--- src/logic/speed_detect_map.svh ---
`ifndef SPEED_DETECT_MAP_SVH
`define SPEED_DETECT_MAP_SVH
// register offsets on the management link
`define OFS_SPEED_DETECT     8'h80
`define OFS_STARTUP_ONE      8'h82
`define RESET_WORD           32'h00000000
// speed-detect word field positions
`define BIT_PARITY           31
`define BIT_INITIAL_SPEED_DETECT_ENABLE           30
`define BIT_BRAKE_EN         29
`define BIT_COAST_EN         28
`define BIT_REV_EN           27
`define BIT_FWD_EN           26
`define BIT_STATIONARY_BRAKE_ENABLE      25
`define STAT_THR_HI          24
`define STAT_THR_LO          22
`define BIT_BRAKE_STYLE      21
`define BRK_DUR_HI           16
`define BRK_DUR_LO           13
`define COAST_DUR_HI         12
`define COAST_DUR_LO         9
`define STAT_DUR_HI          8
`define STAT_DUR_LO          6
`define RESYNC_HI            5
`define RESYNC_LO            3
`define METHOD_HI            2
`define METHOD_LO            1
// reserved bits 20..17 and 0 are held at zero
`define SD_WRITE_MASK        32'hFFE1FFFE
// first start-up word field positions
`define RAMP_HI              30
`define RAMP_LO              27
`define ALIGN_HI             26
`define ALIGN_LO             23
`endif

--- src/logic/speed_detect_pkg.sv ---
package speed_detect_pkg;
    typedef enum logic [1:0] {
        START_SINGLE_ALIGN = 2'b00,
        START_DOUBLE_ALIGN = 2'b01,
        START_INDUCTIVE    = 2'b10,
        START_SLOW_FIRST   = 2'b11
    } startup_method_t;

    typedef struct packed {
        logic            initial_speed_detect_enable;
        logic            brake_enable;
        logic            coast_enable;
        logic            reverse_resync_enable;
        logic            forward_resync_enable;
        logic            stationary_brake_enable;
        logic [15:0]     stationary_bemf_threshold_mv;
        logic            brake_style;
        logic [15:0]     brake_duration_ms;
        logic [15:0]     coast_duration_ms;
        logic [15:0]     stationary_brake_duration_ms;
        logic [15:0]     resync_min_bemf_mv;
        logic            resync_min_uses_duty;
        startup_method_t startup_method;
    } speed_cfg_t;

    typedef struct packed {
        logic [19:0] align_ramp_centivolt_per_s;
        logic [15:0] align_duration_ms;
    } startup_cfg_t;
endpackage

--- src/logic/align_decode.sv ---
`timescale 1ns/1ps
`default_nettype none
`include "speed_detect_map.svh"
// align ramp rate (0.01 V/s units) and align time (ms)
module align_decode (
    input  wire logic [3:0]  ramp_code_i,
    input  wire logic [3:0]  time_code_i,
    output logic      [19:0] ramp_o,
    output logic      [15:0] time_o
);
    always_comb begin
        case (ramp_code_i)
            4'h0:    ramp_o = 20'h0000A;
            4'h1:    ramp_o = 20'h00014;
            4'h2:    ramp_o = 20'h00032;
            4'h3:    ramp_o = 20'h00064;
            4'h4:    ramp_o = 20'h000FA;
            4'h5:    ramp_o = 20'h001F4;
            4'h6:    ramp_o = 20'h002EE;
            4'h7:    ramp_o = 20'h003E8;
            4'h8:    ramp_o = 20'h009C4;
            4'h9:    ramp_o = 20'h01388;
            4'hA:    ramp_o = 20'h01D4C;
            4'hB:    ramp_o = 20'h02710;
            4'hC:    ramp_o = 20'h061A8;
            4'hD:    ramp_o = 20'h0C350;
            4'hE:    ramp_o = 20'h124F8;
            default: ramp_o = 20'h186A0;
        endcase
    end

    always_comb begin
        case (time_code_i)
            4'h0:    time_o = 16'h0005;
            4'h1:    time_o = 16'h000A;
            4'h2:    time_o = 16'h0019;
            4'h3:    time_o = 16'h0032;
            4'h4:    time_o = 16'h004B;
            4'h5:    time_o = 16'h0064;
            4'h6:    time_o = 16'h00C8;
            4'h7:    time_o = 16'h0190;
            4'h8:    time_o = 16'h0258;
            4'h9:    time_o = 16'h0320;
            4'hA:    time_o = 16'h03E8;
            4'hB:    time_o = 16'h07D0;
            4'hC:    time_o = 16'h0FA0;
            4'hD:    time_o = 16'h1770;
            4'hE:    time_o = 16'h1F40;
            default: time_o = 16'h2710;
        endcase
    end
endmodule
`default_nettype wire

--- src/logic/duration_decode.sv ---
`timescale 1ns/1ps
`default_nettype none
`include "speed_detect_map.svh"
// brake and coast duration steps, in ms (same table for both)
module duration_decode (
    input  wire logic [3:0]  code_i,
    output logic      [15:0] ms_o
);
    always_comb begin
        case (code_i)
            4'h0:    ms_o = 16'h000A;
            4'h1:    ms_o = 16'h0032;
            4'h2:    ms_o = 16'h0064;
            4'h3:    ms_o = 16'h00C8;
            4'h4:    ms_o = 16'h012C;
            4'h5:    ms_o = 16'h0190;
            4'h6:    ms_o = 16'h01F4;
            4'h7:    ms_o = 16'h02EE;
            4'h8:    ms_o = 16'h03E8;
            4'h9:    ms_o = 16'h07D0;
            4'hA:    ms_o = 16'h0BB8;
            4'hB:    ms_o = 16'h0FA0;
            4'hC:    ms_o = 16'h1388;
            4'hD:    ms_o = 16'h1D4C;
            4'hE:    ms_o = 16'h2710;
            default: ms_o = 16'h3A98;
        endcase
    end
endmodule
`default_nettype wire

--- src/logic/speed_detect_regs.sv ---
`timescale 1ns/1ps
`default_nettype none
`include "speed_detect_map.svh"
module speed_detect_regs
    import speed_detect_pkg::*;
#(
    parameter int ADDR_W = 8
) (
    input  wire logic              CLK_SYS_I,
    input  wire logic              RST_N_I,
    input  wire logic              WR_EN_I,
    input  wire logic              RD_EN_I,
    input  wire logic [ADDR_W-1:0] ADDR_I,
    input  wire logic [31:0]       WDATA_I,
    output logic      [31:0]       RDATA_O,
    output logic                   RVALID_O,
    output logic                   RERR_O,
    output speed_cfg_t             SPEED_CFG_O,
    output startup_cfg_t           STARTUP_CFG_O
);
    // refuse widths that cannot reach the top mapped offset
    if (ADDR_W < 8) begin : addr_w_check
        $error("address width below 8 cannot reach 82h");
    end

    logic [31:0] speed_detect_config;
    logic [31:0] startup_config_one;
    logic        hit_speed;
    logic        hit_start;

    // mV of the stationary back-EMF threshold
    function automatic logic [15:0] stat_thr_mv(input logic [2:0] c);
        case (c)
            3'h0:    stat_thr_mv = 16'h0005;
            3'h1:    stat_thr_mv = 16'h000A;
            3'h2:    stat_thr_mv = 16'h000F;
            3'h3:    stat_thr_mv = 16'h0014;
            3'h4:    stat_thr_mv = 16'h0019;
            3'h5:    stat_thr_mv = 16'h001E;
            3'h6:    stat_thr_mv = 16'h0032;
            default: stat_thr_mv = 16'h0064;
        endcase
    endfunction

    // ms of the stationary brake
    function automatic logic [15:0] stat_dur_ms(input logic [2:0] c);
        case (c)
            3'h0:    stat_dur_ms = 16'h0001;
            3'h1:    stat_dur_ms = 16'h000A;
            3'h2:    stat_dur_ms = 16'h0019;
            3'h3:    stat_dur_ms = 16'h0032;
            3'h4:    stat_dur_ms = 16'h0064;
            3'h5:    stat_dur_ms = 16'h00FA;
            3'h6:    stat_dur_ms = 16'h01F4;
            default: stat_dur_ms = 16'h03E8;
        endcase
    endfunction

    // mV of the resync floor; code 0 is duty-scaled, reported as zero here
    function automatic logic [15:0] resync_mv(input logic [2:0] c);
        case (c)
            3'h1:    resync_mv = 16'h012C;
            3'h2:    resync_mv = 16'h0190;
            3'h3:    resync_mv = 16'h01F4;
            3'h4:    resync_mv = 16'h0258;
            3'h5:    resync_mv = 16'h0320;
            3'h6:    resync_mv = 16'h03E8;
            3'h7:    resync_mv = 16'h04E2;
            default: resync_mv = 16'h0000;
        endcase
    endfunction

    // address decode; the whole address is compared with the zero-extended offset when ADDR_W is wider
    assign hit_speed = (ADDR_I == ADDR_W'(`OFS_SPEED_DETECT));
    assign hit_start = (ADDR_I == ADDR_W'(`OFS_STARTUP_ONE));

    // speed-detect word; reserved bits never store, so they read zero
    always_ff @(posedge CLK_SYS_I or negedge RST_N_I) begin
        if (!RST_N_I) begin
            speed_detect_config <= `RESET_WORD;
        end else if (WR_EN_I && hit_speed) begin
            speed_detect_config <= WDATA_I & `SD_WRITE_MASK;
        end
    end

    // first start-up word; unmodelled fields still store for read-back
    always_ff @(posedge CLK_SYS_I or negedge RST_N_I) begin
        if (!RST_N_I) begin
            startup_config_one <= `RESET_WORD;
        end else if (WR_EN_I && hit_start) begin
            startup_config_one <= WDATA_I;
        end
    end

    // registered read answer, one cycle after the strobe
    always_ff @(posedge CLK_SYS_I or negedge RST_N_I) begin
        if (!RST_N_I) begin
            RDATA_O  <= `RESET_WORD;
            RVALID_O <= 1'b0;
            RERR_O   <= 1'b0;
        end else begin
            RVALID_O <= RD_EN_I;
            RERR_O   <= RD_EN_I && !hit_speed && !hit_start;
            if (RD_EN_I) begin
                if (hit_speed) begin
                    RDATA_O <= speed_detect_config;
                end else if (hit_start) begin
                    RDATA_O <= startup_config_one;
                end else begin
                    RDATA_O <= `RESET_WORD;
                end
            end
        end
    end

    logic [15:0] brk_ms;
    logic [15:0] coast_ms;
    logic [19:0] ramp_val;
    logic [15:0] align_ms;

    duration_decode u_brake_dur (
        .code_i (speed_detect_config[`BRK_DUR_HI:`BRK_DUR_LO]),
        .ms_o   (brk_ms)
    );

    duration_decode u_coast_dur (
        .code_i (speed_detect_config[`COAST_DUR_HI:`COAST_DUR_LO]),
        .ms_o   (coast_ms)
    );

    align_decode u_align (
        .ramp_code_i (startup_config_one[`RAMP_HI:`RAMP_LO]),
        .time_code_i (startup_config_one[`ALIGN_HI:`ALIGN_LO]),
        .ramp_o      (ramp_val),
        .time_o      (align_ms)
    );

    // decoded settings, registered so the algorithm sees clean values
    always_ff @(posedge CLK_SYS_I or negedge RST_N_I) begin
        if (!RST_N_I) begin
            SPEED_CFG_O   <= '0;
            STARTUP_CFG_O <= '0;
        end else begin
            SPEED_CFG_O.initial_speed_detect_enable <= speed_detect_config[`BIT_INITIAL_SPEED_DETECT_ENABLE];
            SPEED_CFG_O.brake_enable <= speed_detect_config[`BIT_BRAKE_EN];
            SPEED_CFG_O.coast_enable <= speed_detect_config[`BIT_COAST_EN];
            SPEED_CFG_O.reverse_resync_enable <= speed_detect_config[`BIT_REV_EN];
            SPEED_CFG_O.forward_resync_enable <= speed_detect_config[`BIT_FWD_EN];
            SPEED_CFG_O.stationary_brake_enable <= speed_detect_config[`BIT_STATIONARY_BRAKE_ENABLE];
            SPEED_CFG_O.stationary_bemf_threshold_mv <=
                stat_thr_mv(speed_detect_config[`STAT_THR_HI:`STAT_THR_LO]);
            SPEED_CFG_O.brake_style <= speed_detect_config[`BIT_BRAKE_STYLE];
            SPEED_CFG_O.brake_duration_ms <= brk_ms;
            SPEED_CFG_O.coast_duration_ms <= coast_ms;
            SPEED_CFG_O.stationary_brake_duration_ms <=
                stat_dur_ms(speed_detect_config[`STAT_DUR_HI:`STAT_DUR_LO]);
            SPEED_CFG_O.resync_min_bemf_mv <=
                resync_mv(speed_detect_config[`RESYNC_HI:`RESYNC_LO]);
            SPEED_CFG_O.resync_min_uses_duty <=
                (speed_detect_config[`RESYNC_HI:`RESYNC_LO] == 3'h0);
            SPEED_CFG_O.startup_method <=
                startup_method_t'(speed_detect_config[`METHOD_HI:`METHOD_LO]);
            STARTUP_CFG_O.align_ramp_centivolt_per_s <= ramp_val;
            STARTUP_CFG_O.align_duration_ms <= align_ms;
        end
    end

    // write to speed word shows on the enable two edges later
    isd_enable_a: assert property (@(posedge CLK_SYS_I) disable iff (!RST_N_I)
        (WR_EN_I && hit_speed) ##1 !WR_EN_I |=>
        SPEED_CFG_O.initial_speed_detect_enable == $past(WDATA_I[`BIT_INITIAL_SPEED_DETECT_ENABLE], 2))
        else $error("speed detect enable does not follow write");

    brake_enable_a: assert property (@(posedge CLK_SYS_I) disable iff (!RST_N_I)
        SPEED_CFG_O.brake_enable == $past(speed_detect_config[`BIT_BRAKE_EN]))
        else $error("brake enable mismatch");

    coast_enable_a: assert property (@(posedge CLK_SYS_I) disable iff (!RST_N_I)
        SPEED_CFG_O.coast_enable == $past(speed_detect_config[`BIT_COAST_EN]))
        else $error("coast enable mismatch");

    resync_dirs_a: assert property (@(posedge CLK_SYS_I) disable iff (!RST_N_I)
        {SPEED_CFG_O.reverse_resync_enable, SPEED_CFG_O.forward_resync_enable}
        == $past(speed_detect_config[`BIT_REV_EN:`BIT_FWD_EN]))
        else $error("resync enables mismatch");

    reserved_zero_a: assert property (@(posedge CLK_SYS_I) disable iff (!RST_N_I)
        (speed_detect_config & ~`SD_WRITE_MASK) == 32'h00000000)
        else $error("reserved bits stored");

    read_back_a: assert property (@(posedge CLK_SYS_I) disable iff (!RST_N_I)
        (RD_EN_I && hit_start) |=> RVALID_O && !RERR_O && RDATA_O == $past(startup_config_one))
        else $error("start-up word read-back wrong");

    parity_keep_a: assert property (@(posedge CLK_SYS_I) disable iff (!RST_N_I)
        (WR_EN_I && hit_start) |=> startup_config_one[`BIT_PARITY] == $past(WDATA_I[`BIT_PARITY]))
        else $error("parity bit not stored");

    method_code_a: assert property (@(posedge CLK_SYS_I) disable iff (!RST_N_I)
        SPEED_CFG_O.startup_method == $past(speed_detect_config[`METHOD_HI:`METHOD_LO]))
        else $error("start-up method mismatch");

    stat_table_a: assert property (@(posedge CLK_SYS_I) disable iff (!RST_N_I)
        (speed_detect_config[`STAT_DUR_HI:`STAT_DUR_LO] == 3'h7) [*2] |->
        SPEED_CFG_O.stationary_brake_duration_ms == 16'h03E8)
        else $error("stationary brake 1000 ms code wrong");

    // the remaining single-bit fields follow the stored word one edge later
    fwd_resync_a: assert property (@(posedge CLK_SYS_I) disable iff (!RST_N_I)
        SPEED_CFG_O.forward_resync_enable == $past(speed_detect_config[`BIT_FWD_EN]))
        else $error("forward resync enable mismatch");

    stat_brake_a: assert property (@(posedge CLK_SYS_I) disable iff (!RST_N_I)
        SPEED_CFG_O.stationary_brake_enable == $past(speed_detect_config[`BIT_STATIONARY_BRAKE_ENABLE]))
        else $error("stationary brake enable mismatch");

    brake_style_a: assert property (@(posedge CLK_SYS_I) disable iff (!RST_N_I)
        SPEED_CFG_O.brake_style == $past(speed_detect_config[`BIT_BRAKE_STYLE]))
        else $error("brake style mismatch");

    // table end points and one coast mid point; code held two edges so the registered decode has caught up
    thr_top_a: assert property (@(posedge CLK_SYS_I) disable iff (!RST_N_I)
        (speed_detect_config[`STAT_THR_HI:`STAT_THR_LO] == 3'h7) [*2] |->
        SPEED_CFG_O.stationary_bemf_threshold_mv == 16'h0064)
        else $error("stationary threshold 100 mV code wrong");

    thr_low_a: assert property (@(posedge CLK_SYS_I) disable iff (!RST_N_I)
        (speed_detect_config[`STAT_THR_HI:`STAT_THR_LO] == 3'h0) [*2] |->
        SPEED_CFG_O.stationary_bemf_threshold_mv == 16'h0005)
        else $error("stationary threshold 5 mV code wrong");

    brake_top_a: assert property (@(posedge CLK_SYS_I) disable iff (!RST_N_I)
        (speed_detect_config[`BRK_DUR_HI:`BRK_DUR_LO] == 4'hF) [*2] |->
        SPEED_CFG_O.brake_duration_ms == 16'h3A98)
        else $error("brake 15 s code wrong");

    coast_mid_a: assert property (@(posedge CLK_SYS_I) disable iff (!RST_N_I)
        (speed_detect_config[`COAST_DUR_HI:`COAST_DUR_LO] == 4'h7) [*2] |->
        SPEED_CFG_O.coast_duration_ms == 16'h02EE)
        else $error("coast 750 ms code wrong");

    resync_top_a: assert property (@(posedge CLK_SYS_I) disable iff (!RST_N_I)
        (speed_detect_config[`RESYNC_HI:`RESYNC_LO] == 3'h7) [*2] |->
        SPEED_CFG_O.resync_min_bemf_mv == 16'h04E2)
        else $error("resync 1250 mV code wrong");

    resync_duty_a: assert property (@(posedge CLK_SYS_I) disable iff (!RST_N_I)
        (speed_detect_config[`RESYNC_HI:`RESYNC_LO] == 3'h0) [*2] |->
        SPEED_CFG_O.resync_min_uses_duty && SPEED_CFG_O.resync_min_bemf_mv == 16'h0000)
        else $error("resync duty-scaled code wrong");

    ramp_top_a: assert property (@(posedge CLK_SYS_I) disable iff (!RST_N_I)
        (startup_config_one[`RAMP_HI:`RAMP_LO] == 4'hF) [*2] |->
        STARTUP_CFG_O.align_ramp_centivolt_per_s == 20'h186A0)
        else $error("align ramp 1000 V/s code wrong");

    align_top_a: assert property (@(posedge CLK_SYS_I) disable iff (!RST_N_I)
        (startup_config_one[`ALIGN_HI:`ALIGN_LO] == 4'hF) [*2] |->
        STARTUP_CFG_O.align_duration_ms == 16'h2710)
        else $error("align 10 s code wrong");

    // read answers, refusals and the speed-word parity store on the management side
    speed_read_a: assert property (@(posedge CLK_SYS_I) disable iff (!RST_N_I)
        (RD_EN_I && hit_speed) |=>
        RVALID_O && !RERR_O && RDATA_O == $past(speed_detect_config))
        else $error("speed word read-back wrong");

    unmapped_read_a: assert property (@(posedge CLK_SYS_I) disable iff (!RST_N_I)
        (RD_EN_I && !hit_speed && !hit_start) |=>
        RVALID_O && RERR_O && RDATA_O == `RESET_WORD)
        else $error("unmapped read not refused");

    idle_read_a: assert property (@(posedge CLK_SYS_I) disable iff (!RST_N_I)
        !RD_EN_I |=> !RVALID_O && $stable(RDATA_O))
        else $error("read answer without a request");

    write_ignore_a: assert property (@(posedge CLK_SYS_I) disable iff (!RST_N_I)
        (WR_EN_I && !hit_speed && !hit_start) |=>
        speed_detect_config == $past(speed_detect_config) &&
        startup_config_one == $past(startup_config_one))
        else $error("write to unmapped place changed a word");

    speed_parity_a: assert property (@(posedge CLK_SYS_I) disable iff (!RST_N_I)
        (WR_EN_I && hit_speed) |=> speed_detect_config[`BIT_PARITY] == $past(WDATA_I[`BIT_PARITY]))
        else $error("speed word parity bit not stored");
endmodule
`default_nettype wire

--- config.mk ---
export PLATFORM = sky130hd
export DESIGN_NAME = speed_detect_regs
export DESIGN_NICKNAME = d
export VERILOG_FILES = /design/src/logic/speed_detect_pkg.sv /design/src/logic/align_decode.sv /design/src/logic/duration_decode.sv /design/src/logic/speed_detect_regs.sv
export VERILOG_INCLUDE_DIRS = /design/src /design/src/logic
export SDC_FILE = /design/constraint.sdc
export NUM_CORES = 1
export LEC_CHECK = 0
export ABC_CLOCK_PERIOD_IN_PS = 3500
export BUFFER_PORTS_ARGS = -buffer_cell sky130_fd_sc_hd__clkbuf_2
export CAP_MARGIN = 20
export CORE_ASPECT_RATIO = 0.8
export CORE_MARGIN = 4
export CORE_UTILIZATION = 27
export DETAILED_ROUTE_END_ITERATION = 16
export REMOVE_ABC_BUFFERS = 1
export SETUP_SLACK_MARGIN = 0.15
export SYNTH_ARGS = -nofsm -noshare
export SYNTH_HDL_FRONTEND = slang
export SYNTH_HIERARCHICAL = 1
export SYNTH_SLANG_ARGS = --single-unit
--- constraint.sdc ---
create_clock -name CLK_SYS_I -period 3.5 [get_ports CLK_SYS_I]
set_input_delay 0.35 -clock CLK_SYS_I [delete_from_list [all_inputs] [get_ports CLK_SYS_I]]
set_output_delay 0.35 -clock CLK_SYS_I [all_outputs]
set_load 0.01 [all_outputs]
# --- After elaboration in Yosys (flattened, before gate mapping) ---
# Memories as Yosys holds them, arrays and structs flattened. A register that Yosys moved wholly into a read port is not among the register bits.
# Cells that the tools add are included.
op_classes:
  eq_ne: 21
  n_mux: 5
  n_reduce_logical: 13
op_table:
  columns: ["operator", "count"]
  rows:
  - ["11-bit one-hot mux with 7 select lines", 1]
  - ["10-bit one-hot mux with 7 select lines", 1]
  - ["32-bit two-way mux", 2]
  - ["7-bit one-hot mux with 7 select lines", 1]
  - ["3-bit equality test, second input constant", 10]
  - ["3-bit by 2-bit equality test with 1-bit output, second input constant", 6]
  - ["8-bit equality test, second input constant", 2]
  - ["3-bit by 1-bit equality test with 1-bit output, second input constant", 3]
  - ["3-bit zero test", 3]
  - ["1-bit zero test", 6]
  - ["1-bit logical AND", 4]
word_totals:
  regBits: 219
  rom_bits: 896
  input_bits: 44
  out_inout_bits: 160
  n_memories: 4
mem_list:
  columns: ["memory", "words", "width", "read_ports", "rd_ports_with_merged_regs", "wr", "line_no", "text"]
  rows:
  - ["(name not given)", 16, 16, 1, 1, 0, "align_decode.sv:12", "case (ramp_code_i)"]
  - ["(name not given)", 16, 14, 1, 1, 0, "align_decode.sv:33", "case (time_code_i)"]
  - ["(name not given)", 16, 13, 1, 1, 0, "duration_decode.sv:10", "case (code_i)"]
  - ["(name not given)", 16, 13, 1, 1, 0, "duration_decode.sv:10", null]

# --- Longest topological paths before layout ---
logic_depth:
  word_depth: 4
  ltp_mapped: 5
  ltp_nobuf: 5

# --- Cells and area by module ---
# Netlist, hierarchy kept.
modules_own_cells:
  columns: ["module", "n_inst", "cells_per_inst", "area_each_um2", "seq_area_each_um2"]
  rows:
  - ["speed_detect_regs", 1, 478, 7140.6, 4929.7]
  - ["duration_decode", 2, 49, 400.4, 0.0]
  - ["align_decode", 1, 91, 581.8, 0.0]

# --- Worst setup path before layout ---
# OpenSTA, ideal clock, no wires.
synth_path:
  kind: "input to register"
  start: "input ADDR_I[3]"
  end: "register speed_detect_config[10]"
  t_arrival_ns: 1.458
  required_time_ns: 3.372
  setup_slack_ns: 1.914
  cell_stages: 4
  path_cell_list: "nor4b_4 nand4b_4 buf_2 mux2_1"
synth_via:
  elab_chain_cells: 2
synth_rtl:
  columns: ["item", "line_no", "text"]
  rows:
  - ["start: declaration", "speed_detect_regs.sv:13", "input wire logic [ADDR_W-1:0] ADDR_I,"]
  - ["8-bit equality test", "speed_detect_regs.sv:74", "assign hit_speed = (ADDR_I == ADDR_W'(`OFS_SPEED_DETECT));"]
  - ["1-bit logical AND", "speed_detect_regs.sv:81", "end else if (WR_EN_I && hit_speed) begin"]
  - ["end signal: assignment", "speed_detect_regs.sv:80", "speed_detect_config <= `RESET_WORD;"]
  - ["end signal: assignment", "speed_detect_regs.sv:82", "speed_detect_config <= WDATA_I & `SD_WRITE_MASK;"]
  - ["end: declaration", "speed_detect_regs.sv:26", "logic [31:0] speed_detect_config;"]
# Every way passes these cells.
# A chain may end at the register's enable or synchronous reset.

# --- Final worst setup path ---
layout_path:
  start: "input ADDR_I[3]"
  end: "register speed_detect_config[8]"
# The elaborated chain is that of the path after synthesis.

==> results by group <==
Status
  – Result of the run: complete, no violations

Floorplan
  – Placement Rows: 57
  – CORE AREA: 30,700 um2
  – Full die area: 34,500 um2
  – Width of the chip: 207 um
  – Top Ports: 204
  – Die height: 167 um
  – Initial Utilization: 27.7%

Synth
  – Sequential cell area fraction in the yosys report: 57.8%
  – Synth unique cells: 51
  – Number of cells produced by synthesis: 667
  – Share of flip-flops with an asynchronous set or reset after synthesis: 100%
  – Commonest register cell after synthesis: dfrtp_1
  – Syn Std Cell Area: 8520 um2
  – Post-synthesis compound-gate area fraction: 6.59%
  – Post-synthesis xor/xnor area fraction: 0.308%
  – Dominant combinational cell family by area after synthesis: multiplexers
  – Simple-gate area share of the yosys netlist: 8.06%
  – Mean Syn Cell Area: 12.8 um2
  – Multiplexer fraction of the synthesized cell area: 15.3%
  – Post-synth EDFFs: 0
  – Adder-cell share of the synthesized area: 3.82%
  – Post-synthesis register bit count: 197
  – Warnings, synthesis: 6

Worst setup path
  – R2r setup slk: 1.80 ns
  – Endpoint type of the worst setup path: flop
  – Worst path arrival time: 2.10 ns
  – Kind of launch point of the worst setup path: primary input
  – Endpoint required time on the critical path: 3.81 ns
  – Critical Setup Path Class: in2reg
  – Largest fanout on the critical path: 27

Timing
  – Setup repair after global routing missed its margin: no
  – Total Neg Setup Slack: 0 ns
  – Rel. slew slack: 52.5%
  – Top achievable clock speed: 561 MHz
  – Setup violation total in the final timing report: 0
  – Minimum period implied by the final worst setup slack: 1.78 ns
  – Worst-Margin Slew: 0.709 ns
  – Final hold violations: 0
  – Share of the clock period used by the worst path: 51.0%
  – Final Max Tran Viols: 0
  – Worst hold-check slack: 0.147 ns
  – Layout Skew: 0.00891 ns

Global route
  – Number of antenna violations at the first check in global routing: 0
  – Maximum number of pins on one net before global-route repair: 111
  – First-pass GRT wire length: 30,300 um
  – Number of global-route vias before repair: 5,331
  – Combined global-route utilization of all metal layers: 11.2%
  – Leftover overflow at the end of global routing: 0

Clock network
  – Clock buffer count from CTS: 17
  – Post-CTS Setup Repair Bufs: 0
  – Root buffer cell: clkbuf_16
  – Clock latency reported for the late side of the worst-skew pair: 0.43 ns
  – Post-cts resize count: 0
  – H-tree Lvls: 4
  – Clock input transition at the sequential cells of the worst setup and hold paths: 0.07 ns
  – TritonCTS clock tree: done
  – Buffer depth of the longest clock path: 2
  – CTS sink cnt: 197
  – Count of hold-fix buffers inserted at cts: 1

Place
  – Number of input and output port buffers inserted: 182
  – Cells after DPL: 1,223
  – Final weighted congestion in routability-driven placement: 0.742
  – HPWL after DPL: 12,900 um

Drt
  – Antenna violation net count after detailed routing: 0
  – First-iteration detailed-routing DRC count: 205
  – Average wire length per cell after detail routing: 15.0 um
  – DR pass1 iterations: 5
  – Vias per inst: 4.12
  – Vias after detailed routing: 5,166
  – WL final: 18,800 um
  – Drt drc: 0

Cells and area
  – Diode count: 0
  – Fillers: 3,076
  – Layout cells sized above 1: 35.3%
  – Number of nets at the end of the flow: 900
  – Layout-stage area growth over the synthesis result: 20.4%
  – Number of standard cells in the layout, taps in and fillers out: 1,255
  – Leading cell types in the layout, fill and taps excluded: dfrtp_1 (197), clkbuf_2 (181), nand2_1 (45)
  – Leading cell type in the layout, fill and taps excluded: dfrtp_1

Job
  – Total of max-cap violations: 0

Hold path
  – Class of the most critical hold timing path: in2reg

Power
  – Overall power after layout: 0.00501 W
  – Reported leakage power: 5.29 nW
  – IR drop worst, VDD: 315 uV
  – Cell area power density: 488 nW/um2
## per-layer routing
metal / share of wire [%] / GRT usage [%] / wire length (um) / vias up
met5: 0 / 0 / 0 / -
li1: - / - / - / 2494
met4: 1.2 / 3.30 / 235 / 0
met2: 45 / 17.0 / 8550 / 132
met1: 45 / 14.9 / 8510 / 2524
met3: 8.1 / 4.34 / 1530 / 16
## path summary, 6_finish.rpt
| kind | startpoint | to | cells after the start |
|---|---|---|---|
| max | ADDR_I[3] | speed_detect_config[8] | 4 |
| min | WDATA_I[26] | speed_detect_config[26] | 2 |
| max reg2reg | speed_detect_config[22] | SPEED_CFG_O[74] | 5 |
| min reg2reg | speed_detect_config[2] | SPEED_CFG_O[1] | 0 |
| max in group asynchronous | RST_N_I | speed_detect_config[8] | 3 |
| min in group asynchronous | RST_N_I | RDATA_O[27] | 2 |
## critical path: stages
cell and delay [ns]:
clkbuf_2 0.11, nor4b_4 0.47, nand4b_4 0.59, mux2_1 0.53
## where the power goes
part	internal, W	switching (W)
clock	0.00124	0.000881
sequential	0.00238	0.0000797
combinational	0.000189	0.000237
## layout make-up
class / count / area, um2 / share of cell area (%)
sequential: 197 / 4930 / 48.1
multi-input combinational: 382 / 3040 / 29.6
timing repair buffer: 188 / 980 / 9.55
tap: 413 / 517 / 5.04
clock buffer: 21 / 460 / 4.49
clock inverter: 10 / 170 / 1.66
inverter: 44 / 165 / 1.61
## cell usage after synthesis, types with 8 or more instances
master,n,area share [%]
dfrtp_1,197,58
nand2_1,46,2.0
inv_1,44,1.9
buf_4,38,3.3
mux2_2,38,5.0
mux2_4,32,5.6
nor2_1,30,1.3
o22ai_1,28,2.1
ha_1,26,3.8
mux2_1,20,2.6
a21oi_1,16,0.94
clkbuf_1,15,0.66
nor2b_1,15,1.1
mux2i_1,10,1.2
nand2b_1,10,0.73
and3_1,8,0.59
buf_2,8,0.47
## kinds of logic after synthesis
logic type | after synthesis
flops | 197
mux | 103
simple gates | 133
other cells | 4
fa+ha+maj | 26
buf+inv | 117
xor+xnor | 3
compound gates | 84
## flip-flops by register name, indices dropped and copies added (netlist names)
| name | count |
|---|---|
| speed_detect_config | 27 |
| RERR_O | 1 |
| STARTUP_CFG_O | 36 |
| startup_config_one | 32 |
| SPEED_CFG_O | 68 |
| RVALID_O | 1 |
| RDATA_O | 32 |
## through the flow
stage               cell area [um2]  utilization [%]  setup slack (ns)
floorplan                      8120                -              1.11
global placement               9620             31.3              1.25
detailed placement             9620             31.3              1.21
CTS                           10300             33.4              1.69
global route                  10300             33.4              1.63
finish                        10300             33.4              1.72
Note: power is estimated with default switching activity, not from simulation.
